==> config.mk <==
export PLATFORM = sky130hd
export DESIGN_NAME = ffp_panel
export DESIGN_NICKNAME = d
export VERILOG_FILES = /design/src/hw/ffp_pkg.sv /design/src/hw/ffp_sw_latch.sv /design/src/hw/ffp_panel.sv
export SDC_FILE = /design/constraint.sdc
export NUM_CORES = 1
export LEC_CHECK = 0
export BUFFER_PORTS_ARGS = -buffer_cell sky130_fd_sc_hd__buf_2
export CAP_MARGIN = 30
export CELL_PAD_IN_SITES_DETAIL_PLACEMENT = 0
export CELL_PAD_IN_SITES_GLOBAL_PLACEMENT = 2
export CORE_MARGIN = 2
export CORE_UTILIZATION = 33
export CTS_CLUSTER_DIAMETER = 30
export DETAILED_ROUTE_END_ITERATION = 8
export PLACE_DENSITY = 0.79
export SLEW_MARGIN = 25
export SYNTH_ARGS = -nofsm -noshare
export SYNTH_HDL_FRONTEND = slang
export SYNTH_SLANG_ARGS = --single-unit
==> constraint.sdc <==
create_clock -name mclk_in -period 2.7 [get_ports mclk_in]
set_clock_uncertainty 0.2 [all_clocks]
set_input_delay 0.54 -clock mclk_in [delete_from_list [all_inputs] [get_ports mclk_in]]
set_output_delay 0.54 -clock mclk_in [all_outputs]
set_load 0.05 [all_outputs]
==> src/hw/ffp_pkg.sv <==
// Constants, glyph tables and helpers for the front panel block
package ffp_pkg;
    // ****************************************
    // Timing
    // ****************************************
    localparam int CLK_PERIOD_NS = 50;
    localparam int MS_NS = 1000000;
    localparam int TICK_CYC = MS_NS / CLK_PERIOD_NS;
    localparam int DWELL_MS = 1000;
    localparam int BLINK_MS = 200;

    // ****************************************
    // Register offsets and fields
    // ****************************************
    localparam logic [7:0] OFS_CTRL = 8'h00;
    localparam logic [7:0] OFS_NET = 8'h04;
    localparam logic [7:0] OFS_SERVO = 8'h08;
    localparam logic [7:0] OFS_ALM_A = 8'h0c;
    localparam logic [7:0] OFS_ALM_B = 8'h10;
    localparam logic [7:0] OFS_ALM_C = 8'h14;
    localparam logic [7:0] OFS_SWITCH = 8'h18;
    localparam logic [7:0] OFS_IRQ_ST = 8'h1c;
    localparam logic [7:0] OFS_IRQ_CLR = 8'h20;
    localparam logic [7:0] OFS_IRQ_EN = 8'h24;
    localparam int CTRL_SWRST = 0;
    localparam int CTRL_START = 1;
    localparam int CTRL_INIT = 2;
    localparam int CTRL_RSVD = 3;
    localparam int NET_CONN = 8;
    localparam int SERVO_ON = 4;
    localparam int ALM_ACT = 12;
    localparam int SW_DIP = 8;
    localparam int SW_TEST = 16;
    localparam int SW_MFR = 17;
    localparam int SW_DIS = 20;
    localparam int IRQ_LATCH = 0;
    localparam int IRQ_WDT = 1;
    localparam int IRQ_ALM = 2;

    // ****************************************
    // Reset values
    // ****************************************
    localparam logic [7:0] NODE_ADDR_RST = 8'h01;
    localparam logic [3:0] DIP_RST = 4'h0;

    // ****************************************
    // Segment glyphs, bit order g f e d c b a
    // ****************************************
    localparam logic [6:0] GL_BLANK = 7'h00;
    localparam logic [6:0] GL_DASH = 7'h40;
    localparam logic [6:0] GL_O = 7'h5c;
    localparam logic [6:0] GL_F = 7'h71;
    localparam logic [6:0] GL_NOCTRL = 7'h76;
    localparam logic [6:0] GL_PREOP = 7'h73;
    localparam logic [6:0] GL_SAFEOP = 7'h6d;
    localparam logic [6:0] GL_BOOT = 7'h7c;
    localparam logic [6:0] GL_RUN = 7'h5e;
    localparam logic [6:0] GL_TEST = 7'h78;
    localparam logic [6:0] GL_CPU = 7'h39;
    localparam logic [6:0] GL_RSVD = 7'h08;
    localparam logic [6:0] GL_INIT = 7'h30;
    localparam logic [6:0] HEX_GL [16] = '{
        7'h3f, 7'h06, 7'h5b, 7'h4f, 7'h66, 7'h6d, 7'h7d, 7'h07,
        7'h7f, 7'h6f, 7'h77, 7'h7c, 7'h39, 7'h5e, 7'h79, 7'h71};

    function automatic logic [6:0] hex_glyph(input logic [3:0] v);
        return HEX_GL[v];
    endfunction

    // Network state code: 0 no controller, 1 pre-op, 2 safe-op, 3 boot
    function automatic logic [6:0] esm_glyph(input logic [1:0] s);
        logic [6:0] g;
        case (s)
            2'h0: g = GL_NOCTRL;
            2'h1: g = GL_PREOP;
            2'h2: g = GL_SAFEOP;
            default: g = GL_BOOT;
        endcase
        return g;
    endfunction
endpackage

==> src/hw/ffp_sw_latch.sv <==
// Switch capture at power-up and software reset
`timescale 1ns/1ps
module ffp_sw_latch (
    input wire logic mclk_in,
    input wire logic rstn_in,
    input wire logic latch_req_in,
    input wire logic [3:0] address_high_digit_switch_in,
    input wire logic [3:0] address_low_digit_switch_in,
    input wire logic [3:0] option_dip_bank_in,
    output logic [7:0] node_addr_out,
    output logic [3:0] dip_out,
    output logic test_mode_out,
    output logic mfr_mode_out,
    output logic [2:0] axis_disable_out,
    output logic latched_out
);
    logic pending_r;
    logic take;

    // Switches are caught at the first edge after reset release
    assign take = pending_r || latch_req_in;

    always_ff @(posedge mclk_in or negedge rstn_in) begin
        if (!rstn_in) begin
            pending_r <= 1'b1;
            latched_out <= 1'b0;
        end else begin
            pending_r <= 1'b0;
            latched_out <= take;
        end
    end

    always_ff @(posedge mclk_in or negedge rstn_in) begin
        if (!rstn_in) begin
            node_addr_out <= ffp_pkg::NODE_ADDR_RST;
            dip_out <= ffp_pkg::DIP_RST;
        end else if (take) begin
            node_addr_out <= {address_high_digit_switch_in,
                              address_low_digit_switch_in};
            dip_out <= option_dip_bank_in;
        end
    end

    assign mfr_mode_out = &dip_out;
    assign test_mode_out = dip_out[0] && !mfr_mode_out;
    assign axis_disable_out = dip_out[3:1] & {3{!mfr_mode_out}};

    property p_hold;
        @(posedge mclk_in) disable iff (!rstn_in)
        !take |=> $stable(node_addr_out) && $stable(dip_out);
    endproperty
    a_hold: assert property (p_hold)
        else $error("switch value changed without a latch");

    property p_addr;
        @(posedge mclk_in) disable iff (!rstn_in)
        take |=> node_addr_out == {$past(address_high_digit_switch_in),
                                   $past(address_low_digit_switch_in)};
    endproperty
    a_addr: assert property (p_addr)
        else $error("node address not formed high then low");

    property p_test;
        @(posedge mclk_in) disable iff (!rstn_in)
        take && option_dip_bank_in == 4'h1 |=> test_mode_out ##1 test_mode_out;
    endproperty
    a_test: assert property (p_test)
        else $error("test mode not entered");

    property p_disable;
        @(posedge mclk_in) disable iff (!rstn_in)
        take && option_dip_bank_in != 4'hf
            |=> axis_disable_out == $past(option_dip_bank_in[3:1]);
    endproperty
    a_disable: assert property (p_disable)
        else $error("axis disable does not follow switches");

    property p_mfr;
        @(posedge mclk_in) disable iff (!rstn_in)
        take && option_dip_bank_in == 4'hf
            |=> mfr_mode_out && !test_mode_out && axis_disable_out == 3'h0;
    endproperty
    a_mfr: assert property (p_mfr)
        else $error("maker mode not entered");
endmodule // ffp_sw_latch

==> src/hw/ffp_panel.sv <==
// Front panel switches, status display sequencer and APB registers
//
// The implementer's own choices: the APB slave port and the placing of the registers.
`timescale 1ns/1ps
// ****************************************
// ****************************************
module ffp_panel #(
    parameter int NUM_AXES = 3,
    parameter int TICK_CYCLES = ffp_pkg::TICK_CYC,
    parameter int DWELL_TICKS = ffp_pkg::DWELL_MS,
    parameter int BLINK_TICKS = ffp_pkg::BLINK_MS
) (
    input wire logic mclk_in,
    input wire logic rstn_in,
    input wire logic psel_in,
    input wire logic penable_in,
    input wire logic pwrite_in,
    input wire logic [7:0] paddr_in,
    input wire logic [31:0] pwdata_in,
    output logic [31:0] prdata_out,
    output logic pready_out,
    output logic pslverr_out,
    input wire logic [3:0] address_high_digit_switch_in,
    input wire logic [3:0] address_low_digit_switch_in,
    input wire logic [3:0] option_dip_bank_in,
    input wire logic cpu_wdt_err_in,
    output logic [23:0] digit_seg_out,
    output logic test_mode_out,
    output logic mfr_mode_out,
    output logic normal_op_out,
    output logic [2:0] axis_disable_out,
    output logic [7:0] node_addr_out,
    output logic irq_out
);
    localparam int TW = $clog2(TICK_CYCLES + 1);
    localparam int DW = $clog2(DWELL_TICKS + 1);
    localparam int BW = $clog2(BLINK_TICKS + 1);

    typedef enum logic [2:0] {
        V_START, V_NET, V_ALM_A, V_ALM_B, V_ALM_C, V_OFF
    } ffp_view_e;

    if (NUM_AXES < 1 || NUM_AXES > 3 || TICK_CYCLES < 1 ||
        DWELL_TICKS < 2 || BLINK_TICKS < 1) begin : g_bad
        $error("ffp_panel: unsupported parameter value");
    end

    logic acc, wr, swrst, latched;
    logic [3:0] dip;
    logic [31:0] rd_nxt;
    logic [3:1] ctrl_r;
    logic [8:0] net_r;
    logic [6:0] servo_r;
    logic [12:0] alarm_r [3];
    logic [2:0] irq_st_r, irq_en_r, clr, ev;
    logic [2:0] act, act_q;
    logic wdt_q;
    logic [TW-1:0] tick_cnt_r;
    logic tick;
    logic [DW-1:0] dwell_r;
    logic dwell_end;
    logic [BW-1:0] blink_cnt_r;
    logic blink_on_r;
    ffp_view_e view_r, view_nxt;
    logic [23:0] seg_nxt;
    logic [2:0] dp;
    logic [12:0] alm_sel;

    // ****************************************
    // Switch capture
    // ****************************************
    ffp_sw_latch u_latch (
        .mclk_in(mclk_in),
        .rstn_in(rstn_in),
        .latch_req_in(swrst),
        .address_high_digit_switch_in(address_high_digit_switch_in),
        .address_low_digit_switch_in(address_low_digit_switch_in),
        .option_dip_bank_in(option_dip_bank_in),
        .node_addr_out(node_addr_out),
        .dip_out(dip),
        .test_mode_out(test_mode_out),
        .mfr_mode_out(mfr_mode_out),
        .axis_disable_out(axis_disable_out),
        .latched_out(latched)
    );

    // Maker mode refuses normal operation
    assign normal_op_out = !mfr_mode_out && ctrl_r[ffp_pkg::CTRL_START];

    // ****************************************
    // APB slave
    // ****************************************
    function automatic logic is_mapped(input logic [7:0] a);
        return a == ffp_pkg::OFS_CTRL || a == ffp_pkg::OFS_NET ||
               a == ffp_pkg::OFS_SERVO || a == ffp_pkg::OFS_ALM_A ||
               a == ffp_pkg::OFS_ALM_B || a == ffp_pkg::OFS_ALM_C ||
               a == ffp_pkg::OFS_SWITCH || a == ffp_pkg::OFS_IRQ_ST ||
               a == ffp_pkg::OFS_IRQ_CLR || a == ffp_pkg::OFS_IRQ_EN;
    endfunction

    assign acc = psel_in && penable_in;
    assign wr = acc && pwrite_in && is_mapped(paddr_in);
    // Read data is fetched in the setup cycle, so no wait state
    assign pready_out = 1'b1;
    assign pslverr_out = acc && !is_mapped(paddr_in);
    // Software reset re-reads every switch
    assign swrst = wr && paddr_in == ffp_pkg::OFS_CTRL &&
                   pwdata_in[ffp_pkg::CTRL_SWRST];

    always_ff @(posedge mclk_in or negedge rstn_in) begin
        if (!rstn_in) begin
            ctrl_r <= 3'h0;
            net_r <= 9'h000;
            servo_r <= 7'h00;
            irq_en_r <= 3'h0;
        end else if (wr) begin
            case (paddr_in)
                ffp_pkg::OFS_CTRL: ctrl_r <= pwdata_in[3:1];
                ffp_pkg::OFS_NET: net_r <= pwdata_in[8:0];
                ffp_pkg::OFS_SERVO: servo_r <= pwdata_in[6:0] & 7'h77;
                ffp_pkg::OFS_IRQ_EN: irq_en_r <= pwdata_in[2:0];
                default: ;
            endcase
        end
    end

    always_ff @(posedge mclk_in or negedge rstn_in) begin
        if (!rstn_in) begin
            for (int i = 0; i < 3; i++) begin
                alarm_r[i] <= 13'h0000;
            end
        end else if (wr) begin
            for (int i = 0; i < 3; i++) begin
                if (paddr_in == ffp_pkg::OFS_ALM_A + 8'(4 * i)) begin
                    alarm_r[i] <= pwdata_in[12:0];
                end
            end
        end
    end

    always_comb begin
        rd_nxt = 32'h0000_0000;
        case (paddr_in)
            ffp_pkg::OFS_CTRL: rd_nxt[3:1] = ctrl_r;
            ffp_pkg::OFS_NET: rd_nxt[8:0] = net_r;
            ffp_pkg::OFS_SERVO: rd_nxt[6:0] = servo_r;
            ffp_pkg::OFS_ALM_A: rd_nxt[12:0] = alarm_r[0];
            ffp_pkg::OFS_ALM_B: rd_nxt[12:0] = alarm_r[1];
            ffp_pkg::OFS_ALM_C: rd_nxt[12:0] = alarm_r[2];
            ffp_pkg::OFS_SWITCH: begin
                rd_nxt[7:0] = node_addr_out;
                rd_nxt[ffp_pkg::SW_DIP +: 4] = dip;
                rd_nxt[ffp_pkg::SW_TEST] = test_mode_out;
                rd_nxt[ffp_pkg::SW_MFR] = mfr_mode_out;
                rd_nxt[ffp_pkg::SW_DIS +: 3] = axis_disable_out;
            end
            ffp_pkg::OFS_IRQ_ST: rd_nxt[2:0] = irq_st_r;
            ffp_pkg::OFS_IRQ_EN: rd_nxt[2:0] = irq_en_r;
            default: rd_nxt = 32'h0000_0000;
        endcase
    end

    always_ff @(posedge mclk_in or negedge rstn_in) begin
        if (!rstn_in) begin
            prdata_out <= 32'h0000_0000;
        end else if (psel_in && !penable_in && !pwrite_in) begin
            prdata_out <= rd_nxt;
        end
    end

    // ****************************************
    // Interrupts
    // ****************************************
    always_comb begin
        for (int i = 0; i < 3; i++) begin
            act[i] = alarm_r[i][ffp_pkg::ALM_ACT] && i < NUM_AXES;
        end
    end

    assign clr = (wr && paddr_in == ffp_pkg::OFS_IRQ_CLR) ?
                 pwdata_in[2:0] : 3'h0;
    assign ev[ffp_pkg::IRQ_LATCH] = latched;
    assign ev[ffp_pkg::IRQ_WDT] = cpu_wdt_err_in && !wdt_q;
    assign ev[ffp_pkg::IRQ_ALM] = |(act & ~act_q);

    always_ff @(posedge mclk_in or negedge rstn_in) begin
        if (!rstn_in) begin
            wdt_q <= 1'b0;
            act_q <= 3'h0;
            irq_st_r <= 3'h0;
        end else begin
            wdt_q <= cpu_wdt_err_in;
            act_q <= act;
            // A new event wins over a clear in the same cycle
            irq_st_r <= (irq_st_r & ~clr) | ev;
        end
    end

    assign irq_out = |(irq_st_r & irq_en_r);

    // ****************************************
    // Time base
    // ****************************************
    assign tick = tick_cnt_r == TW'(TICK_CYCLES - 1);
    assign dwell_end = tick && dwell_r == DW'(DWELL_TICKS - 1);

    always_ff @(posedge mclk_in or negedge rstn_in) begin
        if (!rstn_in) begin
            tick_cnt_r <= '0;
        end else begin
            tick_cnt_r <= tick ? '0 : tick_cnt_r + 1'b1;
        end
    end

    // Blink half period in ticks
    always_ff @(posedge mclk_in or negedge rstn_in) begin
        if (!rstn_in) begin
            blink_cnt_r <= '0;
            blink_on_r <= 1'b0;
        end else if (tick) begin
            if (blink_cnt_r == BW'(BLINK_TICKS - 1)) begin
                blink_cnt_r <= '0;
                blink_on_r <= !blink_on_r;
            end else begin
                blink_cnt_r <= blink_cnt_r + 1'b1;
            end
        end
    end

    // ****************************************
    // Display sequence
    // ****************************************
    function automatic ffp_view_e after(input ffp_view_e v,
                                        input logic [2:0] a);
        ffp_view_e r;
        r = V_NET;
        case (v)
            V_NET: begin
                if (a[0]) r = V_ALM_A;
                else if (a[1]) r = V_ALM_B;
                else if (a[2]) r = V_ALM_C;
            end
            V_ALM_A: begin
                if (a[1]) r = V_ALM_B;
                else if (a[2]) r = V_ALM_C;
            end
            V_ALM_B: begin
                if (a[2]) r = V_ALM_C;
            end
            default: r = V_NET;
        endcase
        return r;
    endfunction

    always_comb begin
        view_nxt = view_r;
        case (view_r)
            V_START: begin
                if (ctrl_r[ffp_pkg::CTRL_START]) view_nxt = V_NET;
            end
            V_OFF: view_nxt = V_START;
            default: begin
                if (dwell_end) view_nxt = after(view_r, act);
            end
        endcase
        if (mfr_mode_out) view_nxt = V_OFF;
    end

    always_ff @(posedge mclk_in or negedge rstn_in) begin
        if (!rstn_in) begin
            view_r <= V_START;
            dwell_r <= '0;
        end else begin
            view_r <= view_nxt;
            if (view_nxt != view_r || dwell_end) begin
                dwell_r <= '0;
            end else if (tick) begin
                dwell_r <= dwell_r + 1'b1;
            end
        end
    end

    // ****************************************
    // Segment drive
    // ****************************************
    always_comb begin
        for (int k = 0; k < 3; k++) begin
            if (servo_r[k] && servo_r[ffp_pkg::SERVO_ON + k]) begin
                dp[k] = 1'b1;
            end else if (servo_r[k]) begin
                dp[k] = blink_on_r;
            end else begin
                dp[k] = 1'b0;
            end
        end
    end

    always_comb begin
        case (view_r)
            V_ALM_B: alm_sel = alarm_r[1];
            V_ALM_C: alm_sel = alarm_r[2];
            default: alm_sel = alarm_r[0];
        endcase
    end

    // Digit 0 is leftmost; bit 7 of each digit is its point
    always_comb begin
        seg_nxt = 24'h000000;
        case (view_r)
            V_OFF: begin
                seg_nxt[6:0] = ffp_pkg::GL_O;
                seg_nxt[14:8] = ffp_pkg::GL_F;
                seg_nxt[22:16] = ffp_pkg::GL_F;
            end
            V_START: begin
                for (int k = 0; k < 3; k++) begin
                    seg_nxt[8 * k +: 7] = ffp_pkg::GL_DASH;
                end
            end
            V_NET: begin
                if (net_r[ffp_pkg::NET_CONN]) begin
                    seg_nxt[6:0] = ffp_pkg::GL_RUN;
                    seg_nxt[14:8] = ffp_pkg::hex_glyph(
                        node_addr_out[7:4]);
                    seg_nxt[22:16] = ffp_pkg::hex_glyph(
                        node_addr_out[3:0]);
                end else begin
                    for (int k = 0; k < NUM_AXES; k++) begin
                        seg_nxt[8 * k +: 7] = ffp_pkg::esm_glyph(
                            net_r[2 * k +: 2]);
                    end
                end
                if (ctrl_r[ffp_pkg::CTRL_INIT]) begin
                    seg_nxt[6:0] = ffp_pkg::GL_INIT;
                end else if (test_mode_out) begin
                    seg_nxt[6:0] = ffp_pkg::GL_TEST;
                end else if (ctrl_r[ffp_pkg::CTRL_RSVD]) begin
                    seg_nxt[6:0] = ffp_pkg::GL_RSVD;
                end
            end
            default: begin
                seg_nxt[6:0] = ffp_pkg::hex_glyph(alm_sel[11:8]);
                seg_nxt[14:8] = ffp_pkg::hex_glyph(alm_sel[7:4]);
                seg_nxt[22:16] = ffp_pkg::hex_glyph(alm_sel[3:0]);
            end
        endcase
        // A processor watchdog fault outranks every normal view
        if (view_r != V_OFF && cpu_wdt_err_in) begin
            seg_nxt[6:0] = ffp_pkg::GL_CPU;
        end
        if (view_r != V_OFF && view_r != V_START) begin
            for (int k = 0; k < NUM_AXES; k++) begin
                seg_nxt[8 * k + 7] = dp[k];
            end
        end
    end

    always_ff @(posedge mclk_in or negedge rstn_in) begin
        if (!rstn_in) begin
            digit_seg_out <= 24'h000000;
        end else begin
            digit_seg_out <= seg_nxt;
        end
    end

    // ****************************************
    // Checks
    // ****************************************
    property p_off;
        @(posedge mclk_in) disable iff (!rstn_in)
        mfr_mode_out |=> ##1 digit_seg_out == {1'b0, ffp_pkg::GL_F,
            1'b0, ffp_pkg::GL_F, 1'b0, ffp_pkg::GL_O} && !normal_op_out;
    endproperty
    a_off: assert property (p_off)
        else $error("maker mode does not show off");

    property p_start;
        @(posedge mclk_in) disable iff (!rstn_in)
        view_r == V_START && !ctrl_r[ffp_pkg::CTRL_START] && !mfr_mode_out
            |=> view_r == V_START;
    endproperty
    a_start: assert property (p_start)
        else $error("left startup view early");

    property p_addr_show;
        @(posedge mclk_in) disable iff (!rstn_in)
        view_r == V_NET && net_r[ffp_pkg::NET_CONN]
            |=> digit_seg_out[14:8] ==
                ffp_pkg::hex_glyph($past(node_addr_out[7:4])) &&
                digit_seg_out[22:16] ==
                ffp_pkg::hex_glyph($past(node_addr_out[3:0]));
    endproperty
    a_addr_show: assert property (p_addr_show)
        else $error("node address not on last two digits");

    property p_alm_after;
        @(posedge mclk_in) disable iff (!rstn_in)
        view_r == V_NET && dwell_end && act[0] && !mfr_mode_out
            |=> view_r == V_ALM_A;
    endproperty
    a_alm_after: assert property (p_alm_after)
        else $error("alarm view does not follow network view");

    property p_b_then_c;
        @(posedge mclk_in) disable iff (!rstn_in)
        view_r == V_ALM_B && dwell_end && act[2] && !mfr_mode_out
            |=> view_r == V_ALM_C;
    endproperty
    a_b_then_c: assert property (p_b_then_c)
        else $error("C axis alarm not after B axis");

    property p_dp_on;
        @(posedge mclk_in) disable iff (!rstn_in)
        view_r == V_NET && servo_r[0] && servo_r[ffp_pkg::SERVO_ON]
            |=> digit_seg_out[7];
    endproperty
    a_dp_on: assert property (p_dp_on)
        else $error("point not lit for servo on");

    property p_per_axis;
        @(posedge mclk_in) disable iff (!rstn_in)
        view_r == V_NET && !net_r[ffp_pkg::NET_CONN] && NUM_AXES > 1 &&
            !cpu_wdt_err_in
            |=> digit_seg_out[14:8] == ffp_pkg::esm_glyph($past(net_r[3:2]));
    endproperty
    a_per_axis: assert property (p_per_axis)
        else $error("axis network status not on own digit");
endmodule // ffp_panel

==> reports/results.ini, run 1 <==
[logic_synthesis]
yosys_warnings = 0
async_flop_share_pct = 100
synth_edf_count = 0
avgSynthCellArea_um2 = 9.99
synth_seq_cells = 160
seq_area_frac_synth_pct = 42.2
yosysTopAreaCell = dfrtp_1
synthCells = 951
synth_top_cell_area_share_pct = 41.6
synth-main-ff-cell = dfrtp_1
synth_area_um2 = 9500
ys_top_cells_by_area = dfrtp_1 (42%), ha_1 (5.9%), mux2_2 (5.0%), nand2_1 (3.0%), mux2_1 (3.0%)
ys_types = 77

[finish]
final_core_util_pct = 40.0
area_growth_pct = 20.3
final_cells = 1485
final_cell_mix = dfrtp_1 (158), buf_2 (95), nand2_1 (76)
layout_commonest_cell = dfrtp_1
fin_nets = 1190
drive_gt1_share_pct = 25.1

[timing]
hold_viol = 0
setup_viol = 0
rsz0062_at_grt = no
tightestPinTransition_ns = 0.700
fin_crit_sh_pct = 95.5
maxSlewHeadroom_pct = 53.3
fin_crit_ns = 2.58
fin_tns_setup_ns = 0
max_freq_mhz = 388
slew_violations = 0

[place]
dp_cells = 1449
port_buffers = 96
hpwl_um = 21400
gp_congestion = 0.833

[worst_setup_path]
r2r_start = view_r[0]
r2r_slack_ns = 0.17
crit_buf_inv = 2
required_ns = 1.96
timing.critical_path.slowest_stage_cell = dfrtp_1
startpoint_type = flop
max_stage_delay_ns = 0.40
path_class = reg -> out
reg2regPathDepth = 7
critical_path_arrival_ns = 1.84
cp_cell_sequence = nand4_1, buf_4, and2_1, buf_2
critPathTopFamily = buffers and inverters
rr_endpoint = digit_seg_out[16]
critPathCaptureType = output port
path_max_fanout = 8

[route]
drt-pass1-iter-count = 5
wl_per_cell_um = 18.8
viasPerCell = 5.24
num_vias = 7788
wl_um = 27900
drc = 0
final_antenna_net_count = 0
drtIter0Drc = 429

[global_route]
grt_usage_pct = 19.0
grt_pass1_vias = 7674
gr-total-overflow = 0
grt_max_degree = 57
antenna_found_initial = 3
grt_pass1_wl_um = 44600

[power_and_ir_drop]
leakagePower_nw = 5.27
finalPower_mw = 8.25
peakVddDrop_mv = 0.525
p_per_area_nw_per_um2 = 722

[clock_network]
cts_buffer_depth = 2
insertion_delay_ns = 0.43
numCtsBuffers = 17
h-tree-depth = 4
clock-sinks = 160
root_buffer = clkbuf_16
path_clk_slew_ns = 0.07
cts_tree = built

[worst_hold_path]
whs_path_depth = 2
min-delay-start = address_high_digit_switch_in[2]
min_to = u_latch.node_addr_out[6]
hp-class = in -> reg

[floorplanning]
die_w_um = 174
ios = 131
core_area_um2 = 28500
die_area_um2 = 30200
start_util_pct = 33.3
row_count = 62
die_height_um = 174

[run]
drv_cap = 0

[status]
status = finished, final reports clean

[final cells by class]
cell class                      count  area [um2]
Timing Repair Buffer              169        1090
Clock buffer                       18         439
Tap cell                          384         480
Clock inverter                     14         195
Sequential cell                   160        4010
Inverter                           36         135
Fill cell                        2931       17100
Antenna cell                        1        2.50
Multi-Input combinational cell    703        5080
[registers in the layout, indices dropped and copies added (netlist names), 4 cells and up]
name	count
dwell_r	10
net_r	9
alarm_r	36
u_latch.node_addr_out	8
u_latch.dip_out	4
digit_seg_out	24
prdata_out	18
servo_r	6
tick_cnt_r	15
blink_cnt_r	8
[metal layers]
| metal | up-vias | track usage, % | share of wire, % |
|---|---|---|---|
| li1 | 3719 | - | - |
| met1 | 3855 | 25.4 | 45 |
| met4 | 4 | 5.32 | 2.0 |
| met5 | - | 0 | 0.10 |
| met3 | 40 | 3.57 | 4.3 |
| met2 | 170 | 31.6 | 48 |
[synthesized netlist by cell type, types with 6 or more instances]
cell      number
dfrtp_1      158
nand2_1       76
nor2_1        67
o21ai_0       52
ha_1          45
mux2_2        42
a21oi_1       35
inv_1         35
clkbuf_1      25
mux2_1        25
mux2i_1       25
nand3_1       25
nor3_1        22
buf_2         19
a22oi_1       18
buf_4         17
o21ai_1       16
xnor2_1       16
nand4_1       14
o22ai_1       14
nand2b_1      12
nor2b_1       12
and2_1        11
a22o_1        10
mux2_4        10
or3_1          8
xor2_1         8
a32oi_1        7
o211ai_1       7
o221ai_1       7
a31oi_1        6
and3_1         6
nor3b_1        6
[worst max-delay path by stage]
stage | startpoint | endpoint | slack, ns | cells past startpoint
floorplan | view_r[0] | digit_seg_out[3] | 0.1 | 12
global placement | view_r[0] | digit_seg_out[8] | 0.09 | 9
detailed placement | view_r[0] | digit_seg_out[12] | 0.06 | 10
CTS | view_r[0] | digit_seg_out[12] | 0.04 | 10
global route | view_r[0] | digit_seg_out[8] | 0.002 | 11
finish | u_latch.dip_out[0] | normal_op_out | 0.12 | 4
[worst reg2reg max path, cell delays in order (launching register included)]
cell     delay [ns]
dfrtp_1        0.45
buf_4          0.26
or3b_2         0.46
a21oi_1        0.15
a211o_1        0.25
mux2_2         0.37
o221a_2        0.24
o21ai_1        0.11
[metrics by stage]
| stage | hold slack, ns | cell area [um2] | setup slack [ns] |
|---|---|---|---|
| final | 0.120 | 11400 | 0.120 |
| after global routing | 0.107 | 11400 | 0.00245 |
| after CTS | 0.108 | 11400 | 0.0375 |
| after detailed placement | 0.212 | 10800 | 0.0604 |
| after global placement | 0.208 | 10700 | 0.0878 |
| after floorplan | 0.0444 | 9550 | 0.0975 |
[cell families (layout without fill, tap and decap cells)]
logic type / after synthesis / after routing / synth area share (%)
simple gates: 286 / 286 / 15.6
compound gates: 228 / 228 / 16.3
flops: 160 / 160 / 42.2
mux: 104 / 104 / 12.6
buf+inv: 102 / 237 / 5.11
fa+ha+maj: 45 / 45 / 5.93
xor+xnor: 24 / 24 / 2.21
other cells: 2 / 17 / 0.0790
[where the power goes]
part	switching, mW	internal (mW)	total [mW]
clock network	1.09	1.52	2.60
logic	1.95	1.02	2.97
registers	0.109	2.57	2.68
total	3.15	5.11	8.25
[timing repair]
action                                  4_1_cts  5_1_grt
hold endpoints to repair                     38        0
endpoints found under the setup margin        0        5
setup buffers                                 0        2
hold buffers                                  1        0
resized for setup                             0        4
Note: power is estimated with default switching activity, not from simulation.
==> run 2: changes to the inputs <==
--- a/config.mk
+++ b/config.mk
@@ -10,9 +10,9 @@
 export CELL_PAD_IN_SITES_DETAIL_PLACEMENT = 0
 export CELL_PAD_IN_SITES_GLOBAL_PLACEMENT = 2
-export CORE_MARGIN = 2
-export CORE_UTILIZATION = 33
+export CORE_MARGIN = 3
+export CORE_UTILIZATION = 40
 export CTS_CLUSTER_DIAMETER = 30
 export DETAILED_ROUTE_END_ITERATION = 8
-export PLACE_DENSITY = 0.79
+export PLACE_DENSITY = 0.89
 export SLEW_MARGIN = 25
 export SYNTH_ARGS = -nofsm -noshare
==> constraint.sdc (replaced) <==
create_clock -name mclk_in -period 3 [get_ports mclk_in]
set_clock_uncertainty 0.2 [all_clocks]
set_input_delay 0.6 -clock mclk_in [delete_from_list [all_inputs] [get_ports mclk_in]]
set_output_delay 0.6 -clock mclk_in [all_outputs]
set_load 0.02 [all_outputs]
==> run 2 against run 1 <==
  * Wire length fell by 4.9%
  * Largest power group is now registers
  * Critical path depth rose by 4
  * Worst hold slack improved by 0.050 ns
  * Combinational power fell by 27%
  * Clock power fell by 18%
==> reports/results.ini, run 2 (synthesis results as in run 1) <==
[clock_network]
path_clk_slew_ns = 0.07  ; about the same
post_cts_buffers = 0  ; unchanged
cts_tree = built
numCtsBuffers = 17  ; unchanged
cts_buffer_depth = 2  ; unchanged
clock-sinks = 160  ; unchanged
root_buffer = clkbuf_16
h-tree-depth = 4  ; unchanged
insertion_delay_ns = 0.44  ; about the same

[finish]
diodes = 0  ; -1
drive_gt1_share_pct = 23.2  ; -1.9 points
layout_commonest_cell = dfrtp_1
regMostFlops = alarm_r
fin_nets = 1166  ; -2.0%
stdcell_area_um2 = 11100  ; -3.2%
final_cell_mix = dfrtp_1 (157), buf_2 (95), nand2_1 (76)
final_core_util_pct = 48.1  ; +8.1 points
top_regs = alarm_r: 36 flops, digit_seg_out: 24 flops, prdata_out: 18 flops
area_growth_pct = 16.4
largest_register_ff_count = 36  ; unchanged

[timing]
fin_tns_setup_ns = 0  ; unchanged
maxSlewHeadroom_pct = 52.8  ; -0.54 points
fin_crit_sh_pct = 91.9
slew_violations = 0  ; unchanged
tightestPinTransition_ns = 0.708  ; +0.00815 ns
max_freq_mhz = 363
hold_viol = 0  ; unchanged
fin_crit_ns = 2.76
setup_viol = 0  ; unchanged
rsz0062_at_grt = no

[route]
num_vias = 7723  ; -0.83%
viasPerCell = 5.56  ; +6.0%
drt-pass1-iter-count = 5  ; unchanged
wl_um = 26600  ; -4.9%
drtIter0Drc = 538  ; +25%
final_antenna_net_count = 0  ; unchanged
wl_per_cell_um = 19.1  ; +1.7%
drc = 0  ; unchanged

[worst_hold_path]
min_to = u_latch.node_addr_out[2]
whs_path_depth = 2  ; unchanged
min-delay-start = address_low_digit_switch_in[2]
hp-class = in -> reg

[global_route]
grt_max_degree = 66  ; +16%
antenna_found_initial = 1  ; -2
grt_pass1_vias = 7551  ; -1.6%
gr-total-overflow = 0  ; unchanged
grt_pass1_wl_um = 42100  ; -5.6%
grt_usage_pct = 20.7  ; +1.7 points

[worst_setup_path]
critical_path_arrival_ns = 2.88  ; +1.04 ns
r2r_start = view_r[2]
rr_endpoint = digit_seg_out[10]
path_class = reg -> reg
required_ns = 3.12  ; +1.16 ns
startpoint_type = flop
r2r_slack_ns = 0.24  ; +0.07 ns
reg2regPathDepth = 8  ; +1
path_max_fanout = 17  ; +9
critPathCaptureType = flop

[power_and_ir_drop]
p_per_area_nw_per_um2 = 611  ; -15%
peakVddDrop_mv = 0.310  ; -41%
combinationalPowerShare_pct = 31.9  ; -4.1 points
p_int_mw = 4.25  ; -17%
sequentialPowerShare_pct = 36.4  ; +3.9 points
p_switching_mw = 2.51  ; -20%
pwr-share-clk_pct = 31.7  ; about the same
finalPower_mw = 6.76  ; -18%
leakagePower_nw = 5.11  ; -3.0%
swShare_pct = 37.2  ; -0.97 points

[floorplanning]
start_util_pct = 41.3  ; +8.1 points
ios = 131  ; unchanged
row_count = 55  ; -11%
core_area_um2 = 23000  ; -19%
die_w_um = 160  ; -7.8%
die_height_um = 160  ; -7.8%
die_area_um2 = 25600  ; -15%

[place]
gp_congestion = 0.879  ; +5.5%
port_buffers = 96  ; unchanged
dpl_cell_area_um2 = 10500  ; -2.6%
hpwl_um = 19900  ; -6.8%

[status]
status = finished, final reports clean

[run]
drv_cap = 0  ; unchanged

run 2: changes by cell type in the layout (fill, tap and decap cells not counted), sizes merged:
| cell | before | now |
|---|---|---|
| buf | 168 | 144 |
| clkinvlp | 1 | 2 |
| inv | 41 | 44 |
| bufinv | 3 | 0 |
| diode | 1 | 0 |
| clkbuf | 18 | 17 |
run 2: timing repair:
action / CTS / global route
gates resized for setup: 0 / 1
hold buffers: 1 / 0
setup endpoints to repair: 0 / 1
endpoints found under the hold margin: 1 / 0
run 2: worst max path at each step:
stage | startpoint | end | cells after the start
2_1_floorplan | view_r[0] | digit_seg_out[3] | 12
3_3_place_gp | view_r[0] | digit_seg_out[16] | 10
3_5_place_dp | view_r[0] | digit_seg_out[16] | 10
4_1_cts | view_r[0] | digit_seg_out[16] | 10
5_1_grt | view_r[1] | digit_seg_out[3] | 8
6_report | view_r[2] | digit_seg_out[10] | 8
run 2: critical path: stages, from the launching register on:
cell     delay [ns]
dfrtp_1        0.67
buf_4          0.29
nor3b_1        0.06
o21ai_0        0.18
o311a_1        0.37
inv_1          0.16
ha_1           0.24
and3_1         0.14
o32ai_1        0.32
run 2: routing by layer:
metal | global-route usage, % | vias up | share of wire (%)
met5 | 0 | - | 0.026
met4 | 5.76 | 2 | 1.9
met3 | 4.36 | 28 | 5.6
met2 | 34.3 | 207 | 49
met1 | 27.6 | 3817 | 44
li1 | - | 3669 | -
run 2: power groups by stage:
| stage | Clock [mW] | Combinational (mW) | Sequential [mW] |
|---|---|---|---|
| 6_report | 2.14 | 2.16 | 2.46 |
| 5_1_grt | 2.28 | 2.38 | 2.48 |
| 4_1_cts | 2.19 | 2.17 | 2.46 |
| 3_5_place_dp | 0 | 2.16 | 2.50 |
| 3_3_place_gp | 0 | 2.14 | 2.50 |
| 2_1_floorplan | 0 | 1.33 | 2.58 |
run 2: final cells by class:
class,instances,area (um2)
Clock buffer,17,425
Clock inverter,15,146
Fill cell,2213,11900
Sequential cell,160,4010
Multi-Input combinational cell,703,5070
Inverter,36,135
Timing Repair Buffer,145,882
Tap cell,313,392
run 2: per-stage QoR:
step,worst slack [ns],hold slack [ns],instances
CTS,0.170,0.161,1389
global placement,0.258,0.209,1356
detailed placement,0.177,0.222,1356
finish,0.244,0.170,1389
global route,0.0287,0.176,1389
floorplan,0.397,0.104,965
